[src/include/clock_output_control_map.vh]
// Purpose: register offsets, field positions, reset values and counts of the clock output control
// Assumes: 32-bit AXI4-Lite data, one aligned word per register
// Notes: included by its bare name
// Behaviour
// reference select low takes reference pair one, high takes pair two.
// gated bank passes clock while gate input high, holds constant level when low.
// gate changes never produce a shortened or partial pulse at outputs.
// each output enable mode: always on, always off, by first, by second enable.
// global tristate input high puts every clock output into high impedance.
// global tristate high also disables feedback, so lock is lost and indicated.
// two profile select inputs pick one of four stored configuration profiles.
// bypass low drives output dividers from the oscillator, running as a loop.
// bypass high drives output dividers straight from the input divider.
// reset input high clears all counters and treats the loop as unlocked.
// lock indicator is low when locked and high otherwise.
// each bank selects which of five output dividers feeds its clock.
// gating is enabled per bank; ungated banks ignore the gate input.
// gate changes are taken per bank only while its clock sits low.
`ifndef CLOCK_OUTPUT_CONTROL_MAP_VH
`define CLOCK_OUTPUT_CONTROL_MAP_VH

// ****************************************************************
// register offsets
// ****************************************************************
`define COC_STATUS_OFS 12'h000
`define COC_IRQ_STATUS_OFS 12'h004
`define COC_IRQ_MASK_OFS 12'h008
`define COC_VCO_HALF_OFS 12'h00C
`define COC_IN_DIV_OFS 12'h010
`define COC_OUT_DIV_BASE 12'h020
`define COC_PROFILE_BASE 4'h1

// ****************************************************************
// field positions
// ****************************************************************
`define COC_ST_LOCK 0
`define COC_ST_REF 1
`define COC_ST_PROF_LO 2
`define COC_ST_BYPASS 4
`define COC_IRQ_GAINED 0
`define COC_IRQ_LOST 1
`define COC_CFG_DIV_HI 2
`define COC_CFG_GATE 3
`define COC_CFG_OEA_LO 4
`define COC_CFG_OEB_LO 6

// ****************************************************************
// enable modes and responses
// ****************************************************************
`define COC_OE_ON 2'h0
`define COC_OE_OFF 2'h1
`define COC_OE_FIRST 2'h2
`define COC_OE_SECOND 2'h3
`define COC_RESP_OKAY 2'h0
`define COC_RESP_SLVERR 2'h2

// ****************************************************************
// reset values and counts
// ****************************************************************
`define COC_CFG_RESET 8'h00
`define COC_VCO_HALF_RESET 8'h02
`define COC_IN_DIV_RESET 5'h00
`define COC_OUT_DIV_RESET 5'h01
`define COC_LOCK_TICKS 16
`define COC_REF_TIMEOUT_CYCLES 1024

`endif

[src/hdl/output_divider.v]
// Purpose: programmable divider of a stream of source ticks
// Assumes: i_tick is a one-cycle enable on the core clock
// Notes: output level toggles every ratio+1 source ticks
`timescale 1ns/10ps
module output_divider #(
  parameter WIDTH = 5
) (
  // clock and reset
  input wire i_core_clk,
  input wire i_reset,
  input wire i_clear,
  // source and ratio
  input wire i_tick,
  input wire [WIDTH-1:0] i_ratio,
  // divided result
  output reg o_tick,
  output reg o_level
);

reg [WIDTH-1:0] count_reg;

always @(posedge i_core_clk)
begin
  if (i_reset || i_clear)
  begin
    count_reg <= {WIDTH{1'b0}};
    o_tick <= 1'b0;
    o_level <= 1'b0;
  end
  else
  begin
    o_tick <= 1'b0;
    if (i_tick)
    begin
      if (count_reg >= i_ratio)
      begin
        count_reg <= {WIDTH{1'b0}};
        o_tick <= 1'b1;
        o_level <= ~o_level;
      end
      else
      begin
        count_reg <= count_reg + {{(WIDTH-1){1'b0}}, 1'b1};
      end
    end
  end
end

endmodule // output_divider

[src/hdl/clock_output_control.v]
// Purpose: control logic of a clock generator and fan-out buffer with AXI4-Lite registers
// Assumes: all pins are asynchronous to i_core_clk; one clock, synchronous reset
// Notes: the oscillator is modelled as a programmable tick on the core clock
//
// The AXI4-Lite interface to the registers and the placing of the registers were decided locally.
`timescale 1ns/10ps
`include "clock_output_control_map.vh"
module clock_output_control #(
  parameter NUM_BANKS = 10,
  parameter LOCK_TICKS = `COC_LOCK_TICKS,
  parameter REF_TIMEOUT = `COC_REF_TIMEOUT_CYCLES
) (
  // clock and reset
  input wire i_core_clk,
  input wire i_reset,
  // reference and control pins
  input wire i_ref_pair_first,
  input wire i_ref_pair_second,
  input wire i_ref_pair_select,
  input wire i_sync_gate_in,
  input wire i_out_en_first,
  input wire i_out_en_second,
  input wire i_global_tristate_in,
  input wire i_profile_sel_lsb,
  input wire i_profile_sel_msb,
  input wire i_pll_bypass,
  input wire i_counter_reset,
  // bank outputs
  output reg [NUM_BANKS-1:0] o_bank_a,
  output reg [NUM_BANKS-1:0] o_bank_a_oe,
  output reg [NUM_BANKS-1:0] o_bank_b,
  output reg [NUM_BANKS-1:0] o_bank_b_oe,
  // status
  output reg o_lock_n,
  output reg o_irq,
  // axi4-lite write
  input wire [11:0] i_s_axi_awaddr,
  input wire i_s_axi_awvalid,
  output reg o_s_axi_awready,
  input wire [31:0] i_s_axi_wdata,
  input wire [3:0] i_s_axi_wstrb,
  input wire i_s_axi_wvalid,
  output reg o_s_axi_wready,
  output reg [1:0] o_s_axi_bresp,
  output reg o_s_axi_bvalid,
  input wire i_s_axi_bready,
  // axi4-lite read
  input wire [11:0] i_s_axi_araddr,
  input wire i_s_axi_arvalid,
  output reg o_s_axi_arready,
  output reg [31:0] o_s_axi_rdata,
  output reg [1:0] o_s_axi_rresp,
  output reg o_s_axi_rvalid,
  input wire i_s_axi_rready
);

// ****************************************************************
// pin synchroniser
// ****************************************************************
localparam NUM_PINS = 11;
wire [NUM_PINS-1:0] pin_raw;
reg [NUM_PINS-1:0] pin_meta_reg;
reg [NUM_PINS-1:0] pin_sync_reg;

assign pin_raw = {i_counter_reset, i_pll_bypass, i_profile_sel_msb, i_profile_sel_lsb,
  i_global_tristate_in, i_out_en_second, i_out_en_first, i_sync_gate_in,
  i_ref_pair_select, i_ref_pair_second, i_ref_pair_first};

always @(posedge i_core_clk)
begin
  if (i_reset)
  begin
    pin_meta_reg <= {NUM_PINS{1'b0}};
    pin_sync_reg <= {NUM_PINS{1'b0}};
  end
  else
  begin
    pin_meta_reg <= pin_raw;
    pin_sync_reg <= pin_meta_reg;
  end
end

wire ref_first = pin_sync_reg[0];
wire ref_second = pin_sync_reg[1];
wire ref_sel = pin_sync_reg[2];
wire gate_in = pin_sync_reg[3];
wire en_first = pin_sync_reg[4];
wire en_second = pin_sync_reg[5];
wire tristate = pin_sync_reg[6];
wire [1:0] profile = pin_sync_reg[8:7];
wire bypass = pin_sync_reg[9];
wire counter_clear = pin_sync_reg[10];

// ****************************************************************
// registers held by software
// ****************************************************************
reg [7:0] cfg_mem [0:63];
reg [7:0] vco_half_reg;
reg [4:0] in_div_reg;
reg [4:0] out_div_reg [0:4];
reg [1:0] irq_status_reg;
reg [1:0] irq_mask_reg;

// ****************************************************************
// reference selection, input divider and oscillator
// ****************************************************************
wire ref_now = ref_sel ? ref_second : ref_first;
reg ref_prev_reg;
wire ref_rise = ref_now & ~ref_prev_reg;
wire in_tick;
reg [7:0] vco_cnt_reg;
wire vco_tick = (vco_cnt_reg >= vco_half_reg);

always @(posedge i_core_clk)
begin
  if (i_reset || counter_clear)
  begin
    ref_prev_reg <= 1'b0;
    vco_cnt_reg <= 8'h00;
  end
  else
  begin
    ref_prev_reg <= ref_now;
    vco_cnt_reg <= vco_tick ? 8'h00 : vco_cnt_reg + 8'h01;
  end
end

output_divider #(.WIDTH(5)) in_divider (
  .i_core_clk(i_core_clk),
  .i_reset(i_reset),
  .i_clear(counter_clear),
  .i_tick(ref_rise),
  .i_ratio(in_div_reg),
  .o_tick(in_tick),
  .o_level()
);

// ****************************************************************
// output dividers
// ****************************************************************
wire src_tick = bypass ? in_tick : vco_tick;
wire [4:0] div_level;

genvar v;
generate
  for (v = 0; v < 5; v = v + 1)
  begin : gen_div
    output_divider #(.WIDTH(5)) out_divider (
      .i_core_clk(i_core_clk),
      .i_reset(i_reset),
      .i_clear(counter_clear),
      .i_tick(src_tick),
      .i_ratio(out_div_reg[v]),
      .o_tick(),
      .o_level(div_level[v])
    );
  end
endgenerate

// ****************************************************************
// lock detection
// ****************************************************************
reg [15:0] lock_cnt_reg;
reg [15:0] watch_reg;
reg locked_reg;
wire loop_ok = ~tristate & ~bypass & ~counter_clear;
wire lock_next = loop_ok && (lock_cnt_reg >= LOCK_TICKS[15:0]);

always @(posedge i_core_clk)
begin
  if (i_reset || !loop_ok)
  begin
    lock_cnt_reg <= 16'h0000;
    watch_reg <= 16'h0000;
    locked_reg <= 1'b0;
  end
  else
  begin
    locked_reg <= lock_next;
    if (in_tick)
    begin
      watch_reg <= 16'h0000;
      if (lock_cnt_reg < LOCK_TICKS[15:0])
        lock_cnt_reg <= lock_cnt_reg + 16'h0001;
    end
    else if (watch_reg >= REF_TIMEOUT[15:0])
    begin
      watch_reg <= 16'h0000;
      lock_cnt_reg <= 16'h0000;
    end
    else
    begin
      watch_reg <= watch_reg + 16'h0001;
    end
  end
end

// ****************************************************************
// banks: divider choice, gating and enables
// ****************************************************************
wire [NUM_BANKS-1:0] bank_clk;
wire [NUM_BANKS-1:0] bank_oe_a;
wire [NUM_BANKS-1:0] bank_oe_b;
wire [NUM_BANKS-1:0] gate_on_next;
reg [NUM_BANKS-1:0] gate_on_reg;

function oe_mode;
  input [1:0] mode;
  input first;
  input second;
  begin
    case (mode)
      `COC_OE_ON: oe_mode = 1'b1;
      `COC_OE_OFF: oe_mode = 1'b0;
      `COC_OE_FIRST: oe_mode = first;
      default: oe_mode = second;
    endcase
  end
endfunction

genvar b;
generate
  for (b = 0; b < NUM_BANKS; b = b + 1)
  begin : gen_bank
    localparam integer BANK_IDX = b;
    wire [7:0] cfg = cfg_mem[{profile, BANK_IDX[3:0]}];
    wire [2:0] sel = cfg[`COC_CFG_DIV_HI:0];
    wire lvl = (sel < 3'h5) ? div_level[sel] : div_level[0];
    assign gate_on_next[b] = lvl ? gate_on_reg[b] : gate_in;
    assign bank_clk[b] = cfg[`COC_CFG_GATE] ? (lvl & gate_on_reg[b]) : lvl;
    assign bank_oe_a[b] = ~tristate &
      oe_mode(cfg[`COC_CFG_OEA_LO+1:`COC_CFG_OEA_LO], en_first, en_second);
    assign bank_oe_b[b] = ~tristate &
      oe_mode(cfg[`COC_CFG_OEB_LO+1:`COC_CFG_OEB_LO], en_first, en_second);
  end
endgenerate

always @(posedge i_core_clk)
begin
  if (i_reset || counter_clear)
  begin
    gate_on_reg <= {NUM_BANKS{1'b0}};
    o_bank_a <= {NUM_BANKS{1'b0}};
    o_bank_b <= {NUM_BANKS{1'b0}};
    o_bank_a_oe <= {NUM_BANKS{1'b0}};
    o_bank_b_oe <= {NUM_BANKS{1'b0}};
  end
  else
  begin
    gate_on_reg <= gate_on_next;
    o_bank_a <= bank_clk;
    o_bank_b <= bank_clk;
    o_bank_a_oe <= bank_oe_a;
    o_bank_b_oe <= bank_oe_b;
  end
end

// ****************************************************************
// interrupts and lock pin
// ****************************************************************
reg lock_prev_reg;
wire [1:0] irq_event = {lock_prev_reg & ~locked_reg, ~lock_prev_reg & locked_reg};
reg [1:0] irq_clear;
wire [1:0] irq_status_next = (irq_status_reg & ~irq_clear) | irq_event;

always @(posedge i_core_clk)
begin
  if (i_reset)
  begin
    lock_prev_reg <= 1'b0;
    irq_status_reg <= 2'h0;
    o_irq <= 1'b0;
    o_lock_n <= 1'b1;
  end
  else
  begin
    lock_prev_reg <= locked_reg;
    irq_status_reg <= irq_status_next;
    o_irq <= |(irq_status_next & irq_mask_reg);
    o_lock_n <= ~locked_reg;
  end
end

// ****************************************************************
// axi4-lite write channel
// ****************************************************************
reg [11:0] aw_addr_reg;
reg aw_full_reg;
reg [31:0] w_data_reg;
reg [3:0] w_strb_reg;
reg w_full_reg;
wire do_write = aw_full_reg & w_full_reg & ~o_s_axi_bvalid;
wire cfg_hit = (aw_addr_reg[11:8] == `COC_PROFILE_BASE) && (aw_addr_reg[1:0] == 2'h0) &&
  (aw_addr_reg[5:2] < NUM_BANKS);
wire div_hit = (aw_addr_reg[11:5] == `COC_OUT_DIV_BASE >> 5) && (aw_addr_reg[1:0] == 2'h0) &&
  (aw_addr_reg[4:2] < 3'h5);
wire reg_hit = (aw_addr_reg == `COC_STATUS_OFS) || (aw_addr_reg == `COC_IRQ_STATUS_OFS) ||
  (aw_addr_reg == `COC_IRQ_MASK_OFS) || (aw_addr_reg == `COC_VCO_HALF_OFS) ||
  (aw_addr_reg == `COC_IN_DIV_OFS);
wire wr_lane = do_write & w_strb_reg[0];
integer k;

always @*
begin
  irq_clear = 2'h0;
  if (wr_lane && (aw_addr_reg == `COC_IRQ_STATUS_OFS))
    irq_clear = w_data_reg[1:0];
end

always @(posedge i_core_clk)
begin
  if (i_reset)
  begin
    o_s_axi_awready <= 1'b1;
    o_s_axi_wready <= 1'b1;
    o_s_axi_bvalid <= 1'b0;
    o_s_axi_bresp <= `COC_RESP_OKAY;
    aw_full_reg <= 1'b0;
    w_full_reg <= 1'b0;
    aw_addr_reg <= 12'h000;
    w_data_reg <= 32'h00000000;
    w_strb_reg <= 4'h0;
    irq_mask_reg <= 2'h0;
    vco_half_reg <= `COC_VCO_HALF_RESET;
    in_div_reg <= `COC_IN_DIV_RESET;
    for (k = 0; k < 5; k = k + 1)
      out_div_reg[k] <= `COC_OUT_DIV_RESET;
    for (k = 0; k < 64; k = k + 1)
      cfg_mem[k] <= `COC_CFG_RESET;
  end
  else
  begin
    if (i_s_axi_awvalid && o_s_axi_awready)
    begin
      aw_addr_reg <= i_s_axi_awaddr;
      aw_full_reg <= 1'b1;
      o_s_axi_awready <= 1'b0;
    end
    if (i_s_axi_wvalid && o_s_axi_wready)
    begin
      w_data_reg <= i_s_axi_wdata;
      w_strb_reg <= i_s_axi_wstrb;
      w_full_reg <= 1'b1;
      o_s_axi_wready <= 1'b0;
    end
    if (do_write)
    begin
      aw_full_reg <= 1'b0;
      w_full_reg <= 1'b0;
      o_s_axi_bvalid <= 1'b1;
      o_s_axi_bresp <= (cfg_hit || div_hit || reg_hit) ? `COC_RESP_OKAY : `COC_RESP_SLVERR;
    end
    if (o_s_axi_bvalid && i_s_axi_bready)
    begin
      o_s_axi_bvalid <= 1'b0;
      o_s_axi_awready <= 1'b1;
      o_s_axi_wready <= 1'b1;
    end
    if (wr_lane)
    begin
      if (aw_addr_reg == `COC_IRQ_MASK_OFS)
        irq_mask_reg <= w_data_reg[1:0];
      else if (aw_addr_reg == `COC_VCO_HALF_OFS)
        vco_half_reg <= w_data_reg[7:0];
      else if (aw_addr_reg == `COC_IN_DIV_OFS)
        in_div_reg <= w_data_reg[4:0];
      else if (div_hit)
        out_div_reg[aw_addr_reg[4:2]] <= w_data_reg[4:0];
      else if (cfg_hit)
        cfg_mem[aw_addr_reg[7:2]] <= w_data_reg[7:0];
    end
  end
end

// ****************************************************************
// axi4-lite read channel
// ****************************************************************
reg [31:0] rd_data;
reg rd_ok;

always @*
begin
  rd_data = 32'h00000000;
  rd_ok = 1'b1;
  if (i_s_axi_araddr == `COC_STATUS_OFS)
    rd_data[4:0] = {bypass, profile, ref_sel, locked_reg};
  else if (i_s_axi_araddr == `COC_IRQ_STATUS_OFS)
    rd_data[1:0] = irq_status_reg;
  else if (i_s_axi_araddr == `COC_IRQ_MASK_OFS)
    rd_data[1:0] = irq_mask_reg;
  else if (i_s_axi_araddr == `COC_VCO_HALF_OFS)
    rd_data[7:0] = vco_half_reg;
  else if (i_s_axi_araddr == `COC_IN_DIV_OFS)
    rd_data[4:0] = in_div_reg;
  else if ((i_s_axi_araddr[11:5] == `COC_OUT_DIV_BASE >> 5) && (i_s_axi_araddr[1:0] == 2'h0) &&
    (i_s_axi_araddr[4:2] < 3'h5))
    rd_data[4:0] = out_div_reg[i_s_axi_araddr[4:2]];
  else if ((i_s_axi_araddr[11:8] == `COC_PROFILE_BASE) && (i_s_axi_araddr[1:0] == 2'h0) &&
    (i_s_axi_araddr[5:2] < NUM_BANKS))
    rd_data[7:0] = cfg_mem[i_s_axi_araddr[7:2]];
  else
    rd_ok = 1'b0;
end

always @(posedge i_core_clk)
begin
  if (i_reset)
  begin
    o_s_axi_arready <= 1'b1;
    o_s_axi_rvalid <= 1'b0;
    o_s_axi_rdata <= 32'h00000000;
    o_s_axi_rresp <= `COC_RESP_OKAY;
  end
  else if (i_s_axi_arvalid && o_s_axi_arready)
  begin
    o_s_axi_arready <= 1'b0;
    o_s_axi_rvalid <= 1'b1;
    o_s_axi_rdata <= rd_data;
    o_s_axi_rresp <= rd_ok ? `COC_RESP_OKAY : `COC_RESP_SLVERR;
  end
  else if (o_s_axi_rvalid && i_s_axi_rready)
  begin
    o_s_axi_rvalid <= 1'b0;
    o_s_axi_arready <= 1'b1;
  end
end

endmodule // clock_output_control

[config.mk]
export PLATFORM = sky130hd
export DESIGN_NAME = clock_output_control
export DESIGN_NICKNAME = d
export VERILOG_FILES = /design/src/hdl/output_divider.v /design/src/hdl/clock_output_control.v
export VERILOG_INCLUDE_DIRS = /design/src /design/src/include
export SDC_FILE = /design/constraint.sdc
export NUM_CORES = 1
export LEC_CHECK = 0
export BUFFER_PORTS_ARGS = -buffer_cell sky130_fd_sc_hd__buf_2
export CORE_ASPECT_RATIO = 1.1
export CORE_MARGIN = 4
export CORE_UTILIZATION = 55
export CTS_BUF_LIST = sky130_fd_sc_hd__clkbuf_2
export CTS_CLUSTER_DIAMETER = 100
export CTS_CLUSTER_SIZE = 25
export DETAILED_ROUTE_END_ITERATION = 10
export GPL_TIMING_DRIVEN = 0
export PLACE_DENSITY = 0.7
export SYNTH_ARGS = -nofsm -noshare
export SYNTH_HDL_FRONTEND = slang
export SYNTH_HIERARCHICAL = 1
export SYNTH_SLANG_ARGS = --single-unit
[constraint.sdc]
create_clock -name i_core_clk -period 6.85 [get_ports i_core_clk]
set_input_delay 1.37 -clock i_core_clk [delete_from_list [all_inputs] [get_ports i_core_clk]]
set_output_delay 1.37 -clock i_core_clk [all_outputs]
set_load 0.01 [all_outputs]
==> reports/qor.yml <==
outcome:
  outcome: "completed"
global_routing:
  grt_pass1_vias: 24240
  grt_max_degree: 27
  wire_length_of_the_first_global_routing_pass_um: 169900
  antenna_found_initial: 5
  gr-total-overflow: 0
  groute.usage.overall: 0.3481
clocking:
  source_to_sink_clock_delay_at_the_later_pin_of_the_worst_skew_pair_ns: 1.28
  cts_setup_buffers: 0
  cts_made_buffers: 37
  clock-sinks: 750
  clock_tree.buffer_depth: 3
  cts_resized: 0
  tritoncts: "built"
  clk_pin_slew_ns: 0.47
  htree_num_levels: 2
  cts_hold_repair.buffers: 0
  ctsRootBufferMaster: "clkbuf_2"
worst_setup_path:
  crit_arrival_ns: 4.89
  critPathLaunchType: "flip-flop"
  critPathTopFamily: "compound AO/OA/AOI/OAI gates"
  critPathSlowestCell: "o31a_1"
  cp_cell_sequence: "inv_1 -> ha_1 -> nand2b_1 -> a21o_1 -> a21oi_1 -> nor2b_1 -> o21ai_0 -> a21oi_1 -> o31a_1 -> buf_2 -> nand2_1 -> nor2_1 -> o22ai_1 -> a21oi_1"
  critical_path.max_stage_delay_ns: 0.93
  crit_fanout: 25
  timing.critical_path.mode_cell: "a21oi_1"
  crit_required_ns: 8.06
  critPathBufInv: 2
  crit_path_end_kind: "flip-flop"
  path_class: "reg -> reg"
detailed_routing:
  postRouteAntennaNets: 0
  avgViaCountPerCell: 6.225
  dr.pass1.iters: 6
  vias: 24520
  routed_wirelength_um: 121800
  wl_per_cell_um: 30.92
  drc: 0
  detailedRoute.firstIterationViolations: 3255
timing:
  setup_repair_after_global_routing_missed_its_margin: "false"
  tightest_slew_ns: 1.309
  period_utilization_post_route: 0.5372
  timing.fmax_mhz: 271.8
  final.setup_skew_ns: 0.1139
  slew_headroom: 0.1273
  setup-tns-final_ns: 0
  finalHoldWorstSlack_ns: 0.2443
  final_setup_violation_count: 0
  slew_viol_final: 0
  hold_viol: 0
  fin_crit_ns: 3.680
floorplan:
  core_sq_mm: 0.06408
  fp.dieH_um: 275.7
  die_w_um: 251.4
  die_area_sq_mm: 0.06930
  io_pins: 161
  floorplan.rows: 97
  initial_utilization: 0.5591
final_layout:
  final.fill_count: 5113
  area_growth_syn_to_layout_pct: 8.531
  finish.net_count: 3192
  layout-drive-gt1-share: 0.1766
  final_util: 0.6068
  largest_register_ff_count: 512
  final_area_sq_mm: 0.03889
placement:
  placedInstanceArea_sq_mm: 0.03848
  portBuffers: 103
  globalplace.congestion: 1.033
  place_hpwl_um: 94340
yosys:
  ys.warnings.count: 6
  postSynthAreaPerCell_sq_um: 13.46
  syn_inst: 2661
  syn_area_sq_mm: 0.03583
power:
  total_leakage_power_nw: 14.54
  share_clk_of_total_power: 0.211
  comb_power_share: 0.136
  p_int_w: 0.005776
  switching_share: 0.2790
  switching_power_w: 0.002235
  p_seq_frac: 0.653
  vdd_ir_drop_max_v: 0.0002281
  powerDensity_mw_per_mm2: 206.0
worst_hold_path:
  hold_class: "in -> reg"
flow_run:
  reported_max_cap_violation_count: 0
## final cells by class
class	instances	area [sq um]	share of cell area
Antenna cell	6	15.01	0.0003861
Buffer	228	1217	0.03131
Clock buffer	58	290.3	0.007465
Clock inverter	8	98.84	0.002542
Inverter	51	191.4	0.004923
Multi-Input combinational cell	1869	14770	0.3798
Sequential cell	750	20540	0.5282
Tap cell	841	1052	0.02706
Timing Repair Buffer	128	710.7	0.01828
## path summary, 6_finish.rpt
kind                                  startpoint                                  end  slack [ns]  depth (start not counted)
worst max-delay path              vco_cnt_reg[0]  gen_div[4].out_divider/count_reg[2]        3.17                         14
worst min-delay path            i_s_axi_wdata[5]                        w_data_reg[5]        0.24                          3
worst max register to register    vco_cnt_reg[0]  gen_div[4].out_divider/count_reg[2]        3.17                         14
worst min register to register   pin_meta_reg[2]                      pin_sync_reg[2]        0.46                          1
## worst register-to-register path, cell delays in order (launching register included)
cell,delay (ns)
dfxtp_1,0.50
inv_1,0.06
ha_1,0.27
nand2b_1,0.09
a21o_1,0.11
a21oi_1,0.08
nor2b_1,0.11
o21ai_0,0.09
a21oi_1,0.57
o31a_1,0.94
buf_2,0.37
nand2_1,0.07
nor2_1,0.09
o22ai_1,0.10
a21oi_1,0.20
## per-layer routing
metal  vias up  part of all wire  global-route usage  wire length, um
met1     12250              0.35              0.4334            42760
met5         -                 0                   0                0
met4         0             0.077              0.2149             9411
met3       343              0.10             0.06888            12710
li1      10430                 -                   -                -
met2      1496              0.47              0.5669            56900
## placed cells by master, fill, tap and decap left out, drive strengths merged, types with 9 or more instances in the layout
| cell type | n |
|---|---|
| nand2b | 45 |
| o211ai | 9 |
| mux2i | 101 |
| nor3 | 30 |
| ha | 49 |
| nor2 | 160 |
| buf | 234 |
| and3 | 24 |
| o21ai | 76 |
| xor2 | 23 |
| a21o | 33 |
| a22oi | 21 |
| mux4 | 213 |
| nand3 | 75 |
| nor2b | 41 |
| edfxtp | 552 |
| inv | 53 |
| or2 | 9 |
| dfxtp | 198 |
| conb | 238 |
| clkbuf | 180 |
| nand2 | 109 |
| a21oi | 101 |
| a211oi | 20 |
| o2111ai | 11 |
| nand3b | 16 |
| nand4 | 19 |
| a31oi | 18 |
| o22ai | 10 |
| and2 | 346 |
## power by group through the flow
stage / logic (W) / registers (W) / clock network, W
global placement: 0.00103 / 0.00530 / 0
global route: 0.00113 / 0.00525 / 0.00185
floorplan: 0.000656 / 0.00525 / 0
CTS: 0.00106 / 0.00523 / 0.00169
finish: 0.00109 / 0.00523 / 0.00169
detailed placement: 0.00106 / 0.00531 / 0
## stage by stage
step           power [W]  instances  setup WS [ns]
2_1_floorplan   0.005909       2898          3.476
5_1_grt         0.008240       3935          2.795
3_5_place_dp    0.006370       3867          2.114
4_1_cts         0.007974       3933          2.972
3_3_place_gp    0.006329       3842          1.889
6_report        0.008011       3939          3.170
Power figures use the tool's default switching activity.
